<file path="config.mk">
export PLATFORM = sky130hd
export DESIGN_NAME = dfmap_top
export DESIGN_NICKNAME = d
export VERILOG_FILES = /design/src/dfmap_pkg.sv /design/src/dfmap_dec_if.sv /design/src/dfmap_decode.sv /design/src/dfmap_top.sv
export SDC_FILE = /design/constraint.sdc
export NUM_CORES = 1
export LEC_CHECK = 0
export ABC_AREA = 1
export BUFFER_PORTS_ARGS = -buffer_cell sky130_fd_sc_hd__buf_2
export CAP_MARGIN = 30
export CORE_MARGIN = 2
export CORE_UTILIZATION = 40
export CTS_CLUSTER_DIAMETER = 150
export DETAILED_ROUTE_END_ITERATION = 10
export GPL_ROUTABILITY_DRIVEN = 0
export GPL_TIMING_DRIVEN = 0
export PLACE_DENSITY_LB_ADDON = 0.05
export SLEW_MARGIN = 20
export SYNTH_ARGS = -nofsm -noshare
export SYNTH_HDL_FRONTEND = slang
export SYNTH_SLANG_ARGS = --single-unit
</file>
<file path="constraint.sdc">
create_clock -name clk_sys -period 4.5 [get_ports clk_sys]
set_clock_uncertainty 0.2 [all_clocks]
set_input_delay 0.675 -clock clk_sys [delete_from_list [all_inputs] [get_ports clk_sys]]
set_output_delay 0.675 -clock clk_sys [all_outputs]
set_load 0.05 [all_outputs]
</file>
<file path="src/dfmap_pkg.sv">
// Constants and types for the fieldbus data map of a motor drive.
// Assumes the follower logic hands over one decoded data address at a time.
package dfmap_pkg;

  // ---------------------------------------------------------------
  // Coil map (zero-based addresses)
  // ---------------------------------------------------------------
  localparam logic [15:0] COIL_CMD_BASE   = 16'h0000;
  localparam logic [15:0] COIL_REF_BASE   = 16'h0010;
  localparam logic [15:0] COIL_STAT_BASE  = 16'h0020;
  localparam logic [15:0] COIL_ACT_BASE   = 16'h0030;
  localparam logic [15:0] COIL_STORE_ADDR = 16'h0040;

  // ---------------------------------------------------------------
  // Holding register numbers (one-based, as numbered)
  // ---------------------------------------------------------------
  localparam logic [16:0] REG_LAST_ERROR  = 17'h00007;
  localparam logic [16:0] REG_ARRAY_INDEX = 17'h00009;
  localparam logic [16:0] REG_PARAM_FIRST = 17'h0000A;
  localparam logic [16:0] REG_PARAM_LAST  = 17'h0C34F;
  localparam logic [16:0] REG_CMD_WORD    = 17'h0C350;
  localparam logic [16:0] REG_BUS_REF     = 17'h0C35A;
  localparam logic [16:0] REG_STATUS_WORD = 17'h0C418;
  localparam logic [16:0] REG_ACTUAL_VAL  = 17'h0C422;
  localparam logic [16:0] REG_PARAM_STEP  = 17'h0000A;

  // ---------------------------------------------------------------
  // Command word bit positions
  // ---------------------------------------------------------------
  localparam int CMD_PRESET_LSB = 0;
  localparam int CMD_DC_BRAKE_N = 2;
  localparam int CMD_COAST_N    = 3;
  localparam int CMD_QSTOP_N    = 4;
  localparam int CMD_START      = 6;
  localparam int CMD_SETUP_LSB  = 13;

  // ---------------------------------------------------------------
  // Status word bit positions
  // ---------------------------------------------------------------
  localparam int STW_CTRL_READY  = 0;
  localparam int STW_DRV_READY   = 1;
  localparam int STW_SAFETY      = 2;
  localparam int STW_ALARM       = 3;
  localparam int STW_WARNING     = 7;
  localparam int STW_AT_REF      = 8;
  localparam int STW_AUTO        = 9;
  localparam int STW_IN_RANGE    = 10;
  localparam int STW_RUNNING     = 11;
  localparam int STW_VOLT_WARN   = 13;
  localparam int STW_CUR_LIMIT   = 14;
  localparam int STW_THERM_WARN  = 15;

  // ---------------------------------------------------------------
  // Reset values
  // ---------------------------------------------------------------
  localparam logic [15:0] CMD_RESET   = 16'h0000;
  localparam logic [15:0] REF_RESET   = 16'h0000;
  localparam logic [15:0] INDEX_RESET = 16'h0000;
  localparam logic        STORE_RESET = 1'b0;

  // Decoded target of one access
  typedef enum logic [3:0] {
    DFMAP_NONE  = 4'h0,
    DFMAP_C_CMD = 4'h1,
    DFMAP_C_REF = 4'h2,
    DFMAP_C_STW = 4'h3,
    DFMAP_C_ACT = 4'h4,
    DFMAP_C_STO = 4'h5,
    DFMAP_H_ERR = 4'h6,
    DFMAP_H_IDX = 4'h7,
    DFMAP_H_PAR = 4'h8,
    DFMAP_H_CMD = 4'h9,
    DFMAP_H_REF = 4'hA,
    DFMAP_H_STW = 4'hB,
    DFMAP_H_ACT = 4'hC
  } dfmap_region_t;

  typedef enum logic [0:0] {
    DFMAP_IDLE = 1'b0,
    DFMAP_PWAIT = 1'b1
  } dfmap_state_t;

endpackage : dfmap_pkg

</file>
<file path="src/dfmap_dec_if.sv">
// Carrier between the data map and its address decoder.
// Assumes both ends sit in the same clock domain; it holds no state.
interface dfmap_dec_if;
  logic                   is_coil;
  logic [15:0]            addr;
  dfmap_pkg::dfmap_region_t region;
  logic [3:0]             bit_sel;
  logic [12:0]            par_num;
  logic [3:0]             par_word;

  modport map (output is_coil, output addr, input region, input bit_sel,
               input par_num, input par_word);
  modport dec (input is_coil, input addr, output region, output bit_sel,
               output par_num, output par_word);
endinterface : dfmap_dec_if

</file>
<file path="src/dfmap_decode.sv">
// Address decoder for the fieldbus data map.
// Assumes addresses arrive zero-based, as carried in the message.
module dfmap_decode (
  // Decode request and result
  dfmap_dec_if.dec d
);

  // ---------------------------------------------------------------
  // Decode
  // ---------------------------------------------------------------
  logic [16:0] reg_num;
  logic [16:0] quo;
  logic [16:0] rem;

  // Register number is address plus one
  assign reg_num = {1'b0, d.addr} + 17'h00001;
  assign quo     = reg_num / dfmap_pkg::REG_PARAM_STEP;
  assign rem     = reg_num % dfmap_pkg::REG_PARAM_STEP;

  // Region select; anything unlisted is reserved
  always_comb begin
    d.region   = dfmap_pkg::DFMAP_NONE;
    d.bit_sel  = d.addr[3:0];
    d.par_num  = quo[12:0];
    d.par_word = rem[3:0];
    if (d.is_coil) begin
      if (d.addr < dfmap_pkg::COIL_REF_BASE) begin
        d.region = dfmap_pkg::DFMAP_C_CMD;
      end else if (d.addr < dfmap_pkg::COIL_STAT_BASE) begin
        d.region = dfmap_pkg::DFMAP_C_REF;
      end else if (d.addr < dfmap_pkg::COIL_ACT_BASE) begin
        d.region = dfmap_pkg::DFMAP_C_STW;
      end else if (d.addr < dfmap_pkg::COIL_STORE_ADDR) begin
        d.region = dfmap_pkg::DFMAP_C_ACT;
      end else if (d.addr == dfmap_pkg::COIL_STORE_ADDR) begin
        d.region = dfmap_pkg::DFMAP_C_STO;
      end
    end else begin
      // The function code already says holding register
      if (reg_num == dfmap_pkg::REG_LAST_ERROR) begin
        d.region = dfmap_pkg::DFMAP_H_ERR;
      end else if (reg_num == dfmap_pkg::REG_ARRAY_INDEX) begin
        d.region = dfmap_pkg::DFMAP_H_IDX;
      end else if (reg_num >= dfmap_pkg::REG_PARAM_FIRST &&
                   reg_num <= dfmap_pkg::REG_PARAM_LAST) begin
        d.region = dfmap_pkg::DFMAP_H_PAR;
      end else if (reg_num == dfmap_pkg::REG_CMD_WORD) begin
        d.region = dfmap_pkg::DFMAP_H_CMD;
      end else if (reg_num == dfmap_pkg::REG_BUS_REF) begin
        d.region = dfmap_pkg::DFMAP_H_REF;
      end else if (reg_num == dfmap_pkg::REG_STATUS_WORD) begin
        d.region = dfmap_pkg::DFMAP_H_STW;
      end else if (reg_num == dfmap_pkg::REG_ACTUAL_VAL) begin
        d.region = dfmap_pkg::DFMAP_H_ACT;
      end
    end
  end

endmodule : dfmap_decode

</file>
<file path="src/dfmap_top.sv">
// Data map of the drive's fieldbus follower: coils and holding registers.
// Assumes the follower logic on clk_sys hands over one single-object
// access at a time; framing and checksums are handled elsewhere.
module dfmap_top (
  // Clock and reset
  input  wire logic        clk_sys,
  input  wire logic        rst_n,

  // Query from the follower logic
  input  wire logic        req_valid,
  output logic             req_ready,
  input  wire logic        req_coil,
  input  wire logic        req_write,
  input  wire logic [15:0] req_addr,
  input  wire logic [15:0] req_wdata,

  // Answer to the follower logic
  output logic             rsp_valid,
  output logic             rsp_exc,
  output logic [15:0]      rsp_data,

  // Drive state feeding the status word
  input  wire logic        drv_ctrl_ready,
  input  wire logic        drv_ready,
  input  wire logic        drv_safety_closed,
  input  wire logic        drv_alarm,
  input  wire logic        drv_warning,
  input  wire logic        drv_at_ref,
  input  wire logic        drv_auto_mode,
  input  wire logic        drv_in_range,
  input  wire logic        drv_running,
  input  wire logic        drv_volt_warn,
  input  wire logic        drv_cur_limit,
  input  wire logic        drv_therm_warn,

  // Drive values
  input  wire logic        drv_closed_loop,
  input  wire logic [15:0] drv_out_freq,
  input  wire logic [15:0] drv_feedback,
  input  wire logic [15:0] drv_last_error,

  // Commands to the drive
  output logic [15:0]      process_command_word,
  output logic [15:0]      process_bus_reference,
  output logic             par_store_nv,
  output logic [1:0]       preset_sel,
  output logic [1:0]       setup_sel,
  output logic             dc_brake_req,
  output logic             coast_req,
  output logic             quick_stop_req,
  output logic             start_req,

  // Parameter store access
  output logic             par_valid,
  output logic             par_write,
  output logic [12:0]      par_num,
  output logic [3:0]       par_word,
  output logic [15:0]      par_index,
  output logic [15:0]      par_wdata,
  input  wire logic        par_ack,
  input  wire logic        par_err,
  input  wire logic [15:0] par_rdata
);

  // ---------------------------------------------------------------
  // State
  // ---------------------------------------------------------------
  typedef struct packed {
    dfmap_pkg::dfmap_state_t state;
    logic                    ready;
    logic [15:0]             cmd;
    logic [15:0]             ref_val;
    logic                    store_nv;
    logic [15:0]             index;
    logic                    rsp_valid;
    logic                    rsp_exc;
    logic [15:0]             rsp_data;
    logic                    par_valid;
    logic                    par_write;
    logic [12:0]             par_num;
    logic [3:0]              par_word;
    logic [15:0]             par_wdata;
    logic [1:0]              preset;
    logic [1:0]              setup;
    logic                    dc_brake;
    logic                    coast;
    logic                    qstop;
    logic                    start;
  } dfmap_regs_t;

  dfmap_regs_t state_reg;
  dfmap_regs_t state_next;

  // ---------------------------------------------------------------
  // Address decoder
  // ---------------------------------------------------------------
  dfmap_dec_if dec_bus ();

  assign dec_bus.is_coil = req_coil;
  assign dec_bus.addr    = req_addr;

  dfmap_decode u_decode (
    .d (dec_bus.dec)
  );

  // ---------------------------------------------------------------
  // Live read values
  // ---------------------------------------------------------------
  logic [15:0] status_word;
  logic [15:0] actual_val;

  // Unused status positions stay zero
  always_comb begin
    status_word = 16'h0000;
    status_word[dfmap_pkg::STW_CTRL_READY] = drv_ctrl_ready;
    status_word[dfmap_pkg::STW_DRV_READY]  = drv_ready;
    status_word[dfmap_pkg::STW_SAFETY]     = drv_safety_closed;
    status_word[dfmap_pkg::STW_ALARM]      = drv_alarm;
    status_word[dfmap_pkg::STW_WARNING]    = drv_warning;
    status_word[dfmap_pkg::STW_AT_REF]     = drv_at_ref;
    status_word[dfmap_pkg::STW_AUTO]       = drv_auto_mode;
    status_word[dfmap_pkg::STW_IN_RANGE]   = drv_in_range;
    status_word[dfmap_pkg::STW_RUNNING]    = drv_running;
    status_word[dfmap_pkg::STW_VOLT_WARN]  = drv_volt_warn;
    status_word[dfmap_pkg::STW_CUR_LIMIT]  = drv_cur_limit;
    status_word[dfmap_pkg::STW_THERM_WARN] = drv_therm_warn;
  end

  // Loop mode picks what the actual value shows
  assign actual_val = drv_closed_loop ? drv_feedback : drv_out_freq;

  // ---------------------------------------------------------------
  // Next state
  // ---------------------------------------------------------------
  logic [3:0] bsel;

  assign bsel = dec_bus.bit_sel;

  always_comb begin
    state_next           = state_reg;
    state_next.rsp_valid = 1'b0;
    unique case (state_reg.state)
      dfmap_pkg::DFMAP_IDLE: begin
        if (req_valid) begin
          // Most accesses answer in the following cycle
          state_next.rsp_valid = 1'b1;
          state_next.rsp_exc   = 1'b0;
          state_next.rsp_data  = 16'h0000;
          unique case (dec_bus.region)
            dfmap_pkg::DFMAP_C_CMD: begin
              if (req_write) begin
                state_next.cmd[bsel] = req_wdata[0];
              end else begin
                state_next.rsp_data = {15'h0000, state_reg.cmd[bsel]};
              end
            end
            dfmap_pkg::DFMAP_C_REF: begin
              if (req_write) begin
                state_next.ref_val[bsel] = req_wdata[0];
              end else begin
                state_next.rsp_data = {15'h0000, state_reg.ref_val[bsel]};
              end
            end
            dfmap_pkg::DFMAP_C_STW: begin
              // Status bits belong to the drive, not the master
              state_next.rsp_exc  = req_write;
              state_next.rsp_data = req_write ? 16'h0000
                                    : {15'h0000, status_word[bsel]};
            end
            dfmap_pkg::DFMAP_C_ACT: begin
              state_next.rsp_exc  = req_write;
              state_next.rsp_data = req_write ? 16'h0000
                                    : {15'h0000, actual_val[bsel]};
            end
            dfmap_pkg::DFMAP_C_STO: begin
              if (req_write) begin
                state_next.store_nv = req_wdata[0];
              end else begin
                state_next.rsp_data = {15'h0000, state_reg.store_nv};
              end
            end
            dfmap_pkg::DFMAP_H_ERR: begin
              state_next.rsp_exc  = req_write;
              state_next.rsp_data = req_write ? 16'h0000
                                    : drv_last_error;
            end
            dfmap_pkg::DFMAP_H_IDX: begin
              if (req_write) begin
                state_next.index = req_wdata;
              end else begin
                state_next.rsp_data = state_reg.index;
              end
            end
            dfmap_pkg::DFMAP_H_PAR: begin
              // Hand off to the parameter store and wait
              state_next.rsp_valid = 1'b0;
              state_next.ready     = 1'b0;
              state_next.state     = dfmap_pkg::DFMAP_PWAIT;
              state_next.par_valid = 1'b1;
              state_next.par_write = req_write;
              state_next.par_num   = dec_bus.par_num;
              state_next.par_word  = dec_bus.par_word;
              state_next.par_wdata = req_wdata;
            end
            dfmap_pkg::DFMAP_H_CMD: begin
              if (req_write) begin
                state_next.cmd = req_wdata;
              end else begin
                state_next.rsp_data = state_reg.cmd;
              end
            end
            dfmap_pkg::DFMAP_H_REF: begin
              if (req_write) begin
                state_next.ref_val = req_wdata;
              end else begin
                state_next.rsp_data = state_reg.ref_val;
              end
            end
            dfmap_pkg::DFMAP_H_STW: begin
              state_next.rsp_exc  = req_write;
              state_next.rsp_data = req_write ? 16'h0000
                                    : status_word;
            end
            dfmap_pkg::DFMAP_H_ACT: begin
              state_next.rsp_exc  = req_write;
              state_next.rsp_data = req_write ? 16'h0000
                                    : actual_val;
            end
            default: begin
              // Reserved object: nothing stored, nothing returned
              state_next.rsp_exc = 1'b1;
            end
          endcase
        end
      end
      dfmap_pkg::DFMAP_PWAIT: begin
        // Held until the store acknowledges; no timeout here
        if (par_ack) begin
          state_next.par_valid = 1'b0;
          state_next.rsp_valid = 1'b1;
          state_next.rsp_exc   = par_err;
          state_next.rsp_data  = (par_err || state_reg.par_write) ? 16'h0000
                                 : par_rdata;
          state_next.ready     = 1'b1;
          state_next.state     = dfmap_pkg::DFMAP_IDLE;
        end
      end
    endcase

    // Command fields follow the stored command word
    state_next.preset = state_next.cmd[dfmap_pkg::CMD_PRESET_LSB +: 2];
    state_next.setup  = state_next.cmd[dfmap_pkg::CMD_SETUP_LSB +: 2];
    state_next.dc_brake = ~state_next.cmd[dfmap_pkg::CMD_DC_BRAKE_N];
    state_next.coast    = ~state_next.cmd[dfmap_pkg::CMD_COAST_N];
    state_next.qstop    = ~state_next.cmd[dfmap_pkg::CMD_QSTOP_N];
    state_next.start    = state_next.cmd[dfmap_pkg::CMD_START];
  end

  // ---------------------------------------------------------------
  // Registers
  // ---------------------------------------------------------------
  always_ff @(posedge clk_sys or negedge rst_n) begin
    if (!rst_n) begin
      state_reg           <= '0;
      state_reg.state     <= dfmap_pkg::DFMAP_IDLE;
      state_reg.ready     <= 1'b1;
      state_reg.cmd       <= dfmap_pkg::CMD_RESET;
      state_reg.ref_val   <= dfmap_pkg::REF_RESET;
      state_reg.store_nv  <= dfmap_pkg::STORE_RESET;
      state_reg.index     <= dfmap_pkg::INDEX_RESET;
      // All-zero command means every stop request is active
      state_reg.dc_brake  <= 1'b1;
      state_reg.coast     <= 1'b1;
      state_reg.qstop     <= 1'b1;
    end else begin
      state_reg <= state_next;
    end
  end

  // ---------------------------------------------------------------
  // Outputs
  // ---------------------------------------------------------------
  assign req_ready             = state_reg.ready;
  assign rsp_valid             = state_reg.rsp_valid;
  assign rsp_exc               = state_reg.rsp_exc;
  assign rsp_data              = state_reg.rsp_data;
  assign process_command_word  = state_reg.cmd;
  assign process_bus_reference = state_reg.ref_val;
  assign par_store_nv          = state_reg.store_nv;
  assign preset_sel            = state_reg.preset;
  assign setup_sel             = state_reg.setup;
  assign dc_brake_req          = state_reg.dc_brake;
  assign coast_req             = state_reg.coast;
  assign quick_stop_req        = state_reg.qstop;
  assign start_req             = state_reg.start;
  assign par_valid             = state_reg.par_valid;
  assign par_write             = state_reg.par_write;
  assign par_num               = state_reg.par_num;
  assign par_word              = state_reg.par_word;
  assign par_index             = state_reg.index;
  assign par_wdata             = state_reg.par_wdata;

endmodule : dfmap_top

</file>
==> results by group, run 1 <==
Status
  – Outcome: finished with violations
  – Failing checks: negative setup slack

Synth
  – Most common cell in the netlist: nand2_1
  – Mapped Area: 8960 um^2
  – Seq cells post-synth: 107
  – Post-synth ARST share: 100%
  – Synth top area share: 28.8%
  – Number of synthesized flops with an enable pin: 0
  – Count of different cell masters after synthesis: 53
  – Mean post-synth cell area: 6.76 um^2
  – Syn Nets: 1448
  – Synth Flop Type: dfrtp_1
  – Top cells by area in the synthesized netlist: dfrtp_1 (29%), nand2_1 (12%), buf_4 (8.5%)
  – Cell taking the most area after synthesis: dfrtp_1
  – Seq/Total Area, Yosys: 29.9%
  – Yosys warning total: 0
  – Post-Syn Instances: 1325
  – Post-synth top cells: nand2_1 (297), inv_1 (162), o21ai_0 (110)

Final layout
  – ANT cells: 0
  – Share of cells above drive strength 1: 39.7%
  – Fillers: 2181
  – Area grow syn2layout: 37.6%
  – Layout net count: 1749

Die
  – Initial cell density of the core: 40.9%
  – Die Ht: 154 um
  – IO Count: 227
  – Rows: 54
  – Die Footprint: 23600 um^2
  – DIE WIDTH: 154 um
  – Core ar.: 21900 um^2

Setup path
  – Crit path buffers/inverters: 15
  – Data arrival time of the worst path: 6.55 ns
  – Delay-heaviest family, CP: simple AND/OR/NAND/NOR gates
  – Cell repeated most along the worst path: nand2_4
  – Crit Path Class: in2reg
  – R2R Setup Slk: 2.01 ns
  – CP Launch Type: input pin
  – Worst-case reg-to-reg path depth: 11
  – CP endpoint kind: register
  – Max stage delay on crit path: 0.21 ns
  – Slowest CP cell: a21oi_4
  – RR Startpoint: process_bus_reference[11]
  – WP data required: 4.57 ns
  – Worst Path Max Fanout: 6
  – FF-to-FF End: rsp_data[0]

Drt
  – Post-Route WL: 35900 um
  – Met2 WL: 17100 um
  – DR vias/cell: 5.42
  – Via count: 10400
  – Remaining DRCs: 0
  – Met3 WL post-DR: 2910 um
  – WL met1: 13800 um
  – Final ANT Viol Nets: 0
  – DRT iter0 DRCs: 868
  – Drt pass-1 iters: 5
  – Uppermost routed layer: met4
  – Routed len/inst: 18.8 um

Placement
  – HPWL Detailed: 27700 um
  – Place WS: -3.14 ns
  – IO buf count: 223

Power and ir drop
  – Internal power: 0.00316 W
  – Net Sw Power: 0.00318 W
  – Sw Share: 50.2%
  – Worst vdd ir: 0.502 mV
  – Static leakage: 6.32 nW
  – Power Density: 514 nW/um^2
  – Comb power frac: 67.0%
  – Sequential power share: 18.8%
  – Clk pwr share: 14.2%

Clock tree
  – Longest Clk Path Bufs: 2
  – Clock sinks: 107
  – CTS clk-pin slew, worst paths: 0.09 ns
  – Root Buffer: clkbuf_16
  – Worst-skew pair later-pin latency: 0.37 ns
  – H-tree levels: 3
  – Num CTS Buffers: 9
  – CTS tree: built
  – Hold buffer count at cts: 0

GRT
  – GRT Util Overall: 29.1%
  – Largest net degree at the start of global routing: 65
  – First-pass GRT wire length: 53900 um
  – Grt ovf: 0
  – Initial antenna violation count: 0
  – Vias in the first global route: 9937

STA
  – Fin crit period: 6.48 ns
  – Slew HR: 49.8%
  – Setup_tns: -10.67 ns
  – Slew Limit Fails: 0
  – Hold Fails Final Rpt: 0
  – RSZ-0062 raised after global routing: true
  – Slew @ Worst Pin: 0.751 ns
  – FMAX: 0.154 GHz
  – Final WS setup: -1.98 ns
  – Setup violators final: 8
  – Final period util: 144%

Job
  – MaxCap Viol Count: 0

Hold path
  – Min-Delay Path Class: in2async
## power groups by stage
stage	Combinational (W)	Sequential [W]	Clock, W
final	0.00425	0.00119	0.000899
after global routing	0.00459	0.00121	0.000948
after CTS	0.00369	0.00119	0.000908
after detailed placement	0.00292	0.00121	0
after global placement	0.00289	0.00121	0
after floorplan	0.00225	0.00122	0
## final cells by class
class / count / area, um^2 / area share (%)
multi-input combinational: 895 / 5590 / 45.3
timing repair buffer: 290 / 1690 / 13.7
sequential: 107 / 2680 / 21.8
tap: 280 / 350 / 2.84
clock inverter: 7 / 106 / 0.863
buffer: 137 / 963 / 7.81
inverter: 186 / 722 / 5.85
clock buffer: 9 / 225 / 1.83
## repair_timing
action                                  in CTS  in global routing
endpoints found under the setup margin     103                105
pin swaps                                   54                 61
resized for setup                          138                116
buffers inserted                            41                 26
## cells in the final DEF, fill, tap and decap left out, types with 16 or more instances in the layout
cell type / netlist / layout
nand3_1: 85 / 64
inv_1: 162 / 148
a21oi_1: 44 / 42
o21ai_0: 110 / 109
buf_2: 0 / 220
nand2_1: 297 / 248
a31oi_1: 21 / 21
dfrtp_1: 103 / 103
inv_2: 22 / 29
buf_4: 102 / 168
nor2_1: 106 / 88
nand3_2: 10 / 18
nand2_2: 38 / 47
nand2_4: 6 / 43
o22ai_1: 22 / 22
clkbuf_1: 34 / 16
## kinds of logic after synthesis
logic type | share of synthesized area (%)
AOI/OAI and AO/OA | 19.4
xor gates and xnor gates | 0.977
adders and majority gates | 0.977
buffers and inverters | 17.8
DFF | 29.9
muxes | 1.68
and+or+nand+nor | 29.2
## how the worst max path moves through the flow
stage	from	end	cells after the start
2_1_floorplan	req_addr[3]	par_word[3]	69
3_3_place_gp	req_addr[1]	par_word[2]	64
3_5_place_dp	req_addr[1]	par_word[2]	64
4_1_cts	req_addr[1]	par_word[2]	72
5_1_grt	req_addr[2]	par_word[2]	69
6_report	req_addr[1]	par_word[2]	65
## stage by stage
stage / area, um^2 / total power [W] / std cells / util [%] / hold slack (ns)
final: 12300 / 0.00634 / 1911 / 56.3 / 0.0755
after floorplan: 9050 / 0.00347 / 1325 / - / 0.179
after global placement: 10500 / 0.00409 / 1828 / 48.1 / 0.252
after CTS: 11700 / 0.00579 / 1886 / 53.5 / 0.130
after global routing: 12300 / 0.00675 / 1911 / 56.3 / 0.127
after detailed placement: 10600 / 0.00414 / 1829 / 48.2 / 0.265
## per-layer routing
metal,track usage [%],vias to the layer above
li1,-,4915
met1,35.8,4827
met2,49.4,501
met3,4.26,124
met4,15.4,0
met5,0,-
(Power assumes the default switching activity.)
==> inputs of run 2 (changes only) <==
- ABC_AREA: 1 -> unset
- CAP_MARGIN: 30 -> 5
- SLEW_MARGIN: 20 -> unset
==> run 2 against run 1 <==
  * The flow still finishes with violations (negative setup slack)
  * Sequential share of layout area shrank 2.7 points
  * Final cell count is 2.8% lower
  * Total power shrank 33%
  * First-iteration DRC count up 38%
  * Global-route usage is 0.49 points higher
  * Clock-buffer cell count did not move
  * Critical path depth shrank 38
  * Worst setup slack better by 0.64 ns
==> results by group, run 2 <==
GRT
  – First-pass GRT wire length: 59300 um (+10%)
  – Initial antenna violation count: 2 (+2)
  – GRT Util Overall: 29.6% (+0.49 points)
  – Vias in the first global route: 9945 (+0.081%)
  – Grt ovf: 0 (unchanged)
  – Largest net degree at the start of global routing: 57 (-12%)

Final layout
  – Area grow syn2layout: 47.0%
  – Commonest non-fill, non-tap cell in the layout: buf_4
  – Most frequent cells in the layout: buf_4 (215), buf_2 (213), nand2_1 (134), dfrtp_1 (103), nor2_1 (88)
  – Layout net count: 1654 (-5.4%)
  – Core Util, Final: 59.9% (+3.6 points)
  – Share of cells above drive strength 1: 48.0% (+8.3 points)
  – Fillers: 2128 (-2.4%)
  – Non-Filler Instances: 1857 (-2.8%)

Setup path
  – Worst Path Max Fanout: 7 (+1)
  – Slowest CP cell: a221o_2
  – CP Launch Type: input pin
  – Cell repeated most along the worst path: buf_6
  – Crit path buffers/inverters: 7 (-8)
  – Delay-heaviest family, CP: simple AND/OR/NAND/NOR gates
  – Data arrival time of the worst path: 5.92 ns (-0.63 ns)
  – Max stage delay on crit path: 0.45 ns (+0.24 ns)
  – Crit Path Class: in2reg
  – WP data required: 4.57 ns (about the same)
  – CP endpoint kind: register

Clock tree
  – Root Buffer: clkbuf_16
  – Hold buffer count at cts: 0 (unchanged)
  – CTS clk-pin slew, worst paths: 0.08 ns (about the same)
  – H-tree levels: 3 (unchanged)
  – Worst-skew pair later-pin latency: 0.37 ns (about the same)
  – Longest Clk Path Bufs: 2 (unchanged)
  – Clock sinks: 107 (unchanged)
  – Num CTS Buffers: 9 (unchanged)
  – CTS tree: built

Synth
  – Post-synth ARST share: 100% (unchanged)
  – Seq/Total Area, Yosys: 27.9% (-2.0 points)
  – Most common cell in the netlist: nand2_1
  – Syn Nets: 1302 (-10%)
  – Adder-cell share of the synthesized area: 1.02% (+0.040 points)
  – Post-synthesis xor/xnor area fraction: 2.62% (+1.6 points)
  – Number of synthesized flops with an enable pin: 0 (unchanged)
  – Mux contribution to synthesized area: 8.93% (+7.3 points)
  – Top cells by area in the synthesized netlist: dfrtp_1 (27%), buf_4 (8.2%), nand2_1 (5.9%)
  – Synth Flop Type: dfrtp_1
  – Cell taking the most area after synthesis: dfrtp_1
  – Post-synth top cells: nand2_1 (150), buf_4 (105), nor2_1 (104)
  – Synth top area share: 26.9% (-1.9 points)
  – Post-Synth Simple-Gate Area: 21.0% (-8.2 points)
  – Seq cells post-synth: 107 (unchanged)
  – Mapped Area: 9600 um^2 (+7.1%)
  – Largest family of logic cells by synthesized area: compound AO/OA/AOI/OAI gates
  – Count of different cell masters after synthesis: 94 (+77%)
  – Compound-gate portion of the synthesized area: 26.5% (+7.0 points)
  – Post-Syn Instances: 1179 (-11%)
  – Mean post-synth cell area: 8.14 um^2 (+20%)
  – Yosys warning total: 0 (unchanged)

Drt
  – Post-Route WL: 40400 um (+12%)
  – Final ANT Viol Nets: 0 (unchanged)
  – DRT iter0 DRCs: 1200 (+38%)
  – Via count: 11200 (+8.0%)
  – DR vias/cell: 6.03 (+11%)
  – Drt pass-1 iters: 6 (+1)
  – Routed len/inst: 21.7 um (+16%)
  – Remaining DRCs: 0 (unchanged)

STA
  – RSZ-0062 raised after global routing: true
  – Final WS setup: -1.34 ns (+0.637 ns)
  – Setup violators final: 18 (+10)
  – Slew @ Worst Pin: 1.15 ns (+0.402 ns)
  – Fin crit period: 5.84 ns (-0.637 ns)
  – Slew Limit Fails: 0 (unchanged)
  – Final period util: 130% (-14 points)
  – FMAX: 0.171 GHz (+11%)
  – Setup_tns: -6.53 ns (+4.14 ns)
  – Slew HR: 22.5% (-27 points)
  – WHS: 0.0465 ns (-0.0290 ns)
  – Hold Fails Final Rpt: 0 (unchanged)

Die
  – Die Ht: 159 um (+3.4%)
  – Die Footprint: 25200 um^2 (+6.9%)
  – IO Count: 227 (unchanged)
  – Initial cell density of the core: 40.8% (-0.17 points)
  – DIE WIDTH: 159 um (+3.4%)
  – Rows: 56 (+3.7%)
  – Core ar.: 23500 um^2 (+7.5%)

Status
  – Outcome: finished with violations
  – Failing checks: negative setup slack

Power and ir drop
  – Sequential power share: 28.5% (+9.7 points)
  – Internal power: 0.00236 W (-25%)
  – Power Density: 299 nW/um^2 (-42%)
  – Worst vdd ir: 0.281 mV (-44%)
  – Comb power frac: 49.9% (-17 points)
  – Net Sw Power: 0.00186 W (-41%)
  – Clk pwr share: 21.6% (+7.4 points)
  – Static leakage: 6.33 nW (+0.11%)
  – Sw Share: 44.2% (-6.0 points)

Job
  – MaxCap Viol Count: 0 (unchanged)

Placement
  – DP Cell Count: 1717 (-6.1%)
  – HPWL Detailed: 28700 um (+3.5%)
  – IO buf count: 217 (-2.7%)

Hold path
  – Min-Delay Path Class: in2async
==> run 2: repair_timing <==
| action | 4_1_cts | 5_1_grt |
|---|---|---|
| buffers inserted | 50 | 78 |
| gates resized for setup | 142 | 215 |
| endpoints found under the setup margin | 107 | 105 |
| pin swaps | 35 | 95 |
| gates cloned | 1 | 4 |
==> run 2: cells by family (layout without fill, tap and decap cells) <==
logic type,after synthesis,in the layout
DFF,107,107
xor gates and xnor gates,27,27
AOI/OAI and AO/OA,366,367
and+or+nand+nor,416,416
adders and majority gates,8,8
other,0,2
buffers and inverters,193,549
muxes,62,62
==> run 2: power groups by stage <==
stage               sequential, W  combinational, W  clock [W]
finish                    0.00120           0.00210   0.000912
global route              0.00122           0.00223   0.000952
CTS                       0.00120           0.00186   0.000923
detailed placement        0.00122           0.00172          0
global placement          0.00122           0.00171          0
floorplan                 0.00122           0.00128          0
==> run 2: area by class of cell <==
class | instances | area, um^2 | share of cell area (%)
Clock buffer | 9 | 225 | 1.60
Clock inverter | 7 | 106 | 0.754
Tap cell | 319 | 399 | 2.83
Timing Repair Buffer | 346 | 2270 | 16.1
Sequential cell | 107 | 2680 | 19.0
Buffer | 175 | 1330 | 9.40
Inverter | 12 | 45.0 | 0.319
Multi-Input combinational cell | 880 | 7050 | 50.0
Antenna cell | 2 | 5.00 | 0.0355
==> run 2: worst reg2reg max path, delay by kind of cell, from the launching register on <==
family | cells | cell delay, ns
flip-flops | 1 | 0.45
multiplexers | 3 | 1.14
AO/OA/AOI/OAI | 4 | 0.56
AND/OR/NAND/NOR | 1 | 0.06
==> run 2: layer usage <==
metal	up-vias	track usage [%]	part of all wire, %
li1	5056	-	-
met1	5431	42.5	43
met2	629	44.8	45
met3	76	6.32	9.3
met4	0	8.68	2.7
met5	-	0	0
==> run 2: worst paths after layout <==
| kind | cells after the start | from | slack (ns) | endpoint |
|---|---|---|---|---|
| setup / recovery | 27 | req_addr[0] | -1.34 | par_word[1] |
| hold / removal | 1 | rst_n | 0.05 | par_word[1] |
| setup reg to reg | 8 | process_bus_reference[3] | 1.97 | rsp_data[0] |
| hold reg to reg | 2 | req_ready | 0.26 | req_ready |
| max in group asynchronous | 2 | rst_n | 3.32 | dc_brake_req |
| min in group clk_sys | 2 | req_ready | 0.26 | req_ready |
==> run 2: metrics by stage <==
step | area [um^2] | total power [W] | setup WS (ns)
6_report | 14100 | 0.00422 | -1.34
5_1_grt | 14100 | 0.00440 | -1.52
4_1_cts | 12700 | 0.00398 | -1.36
3_5_place_dp | 11300 | 0.00294 | -2.35
3_3_place_gp | 11300 | 0.00292 | -2.37
2_1_floorplan | 9780 | 0.00250 | -1.38
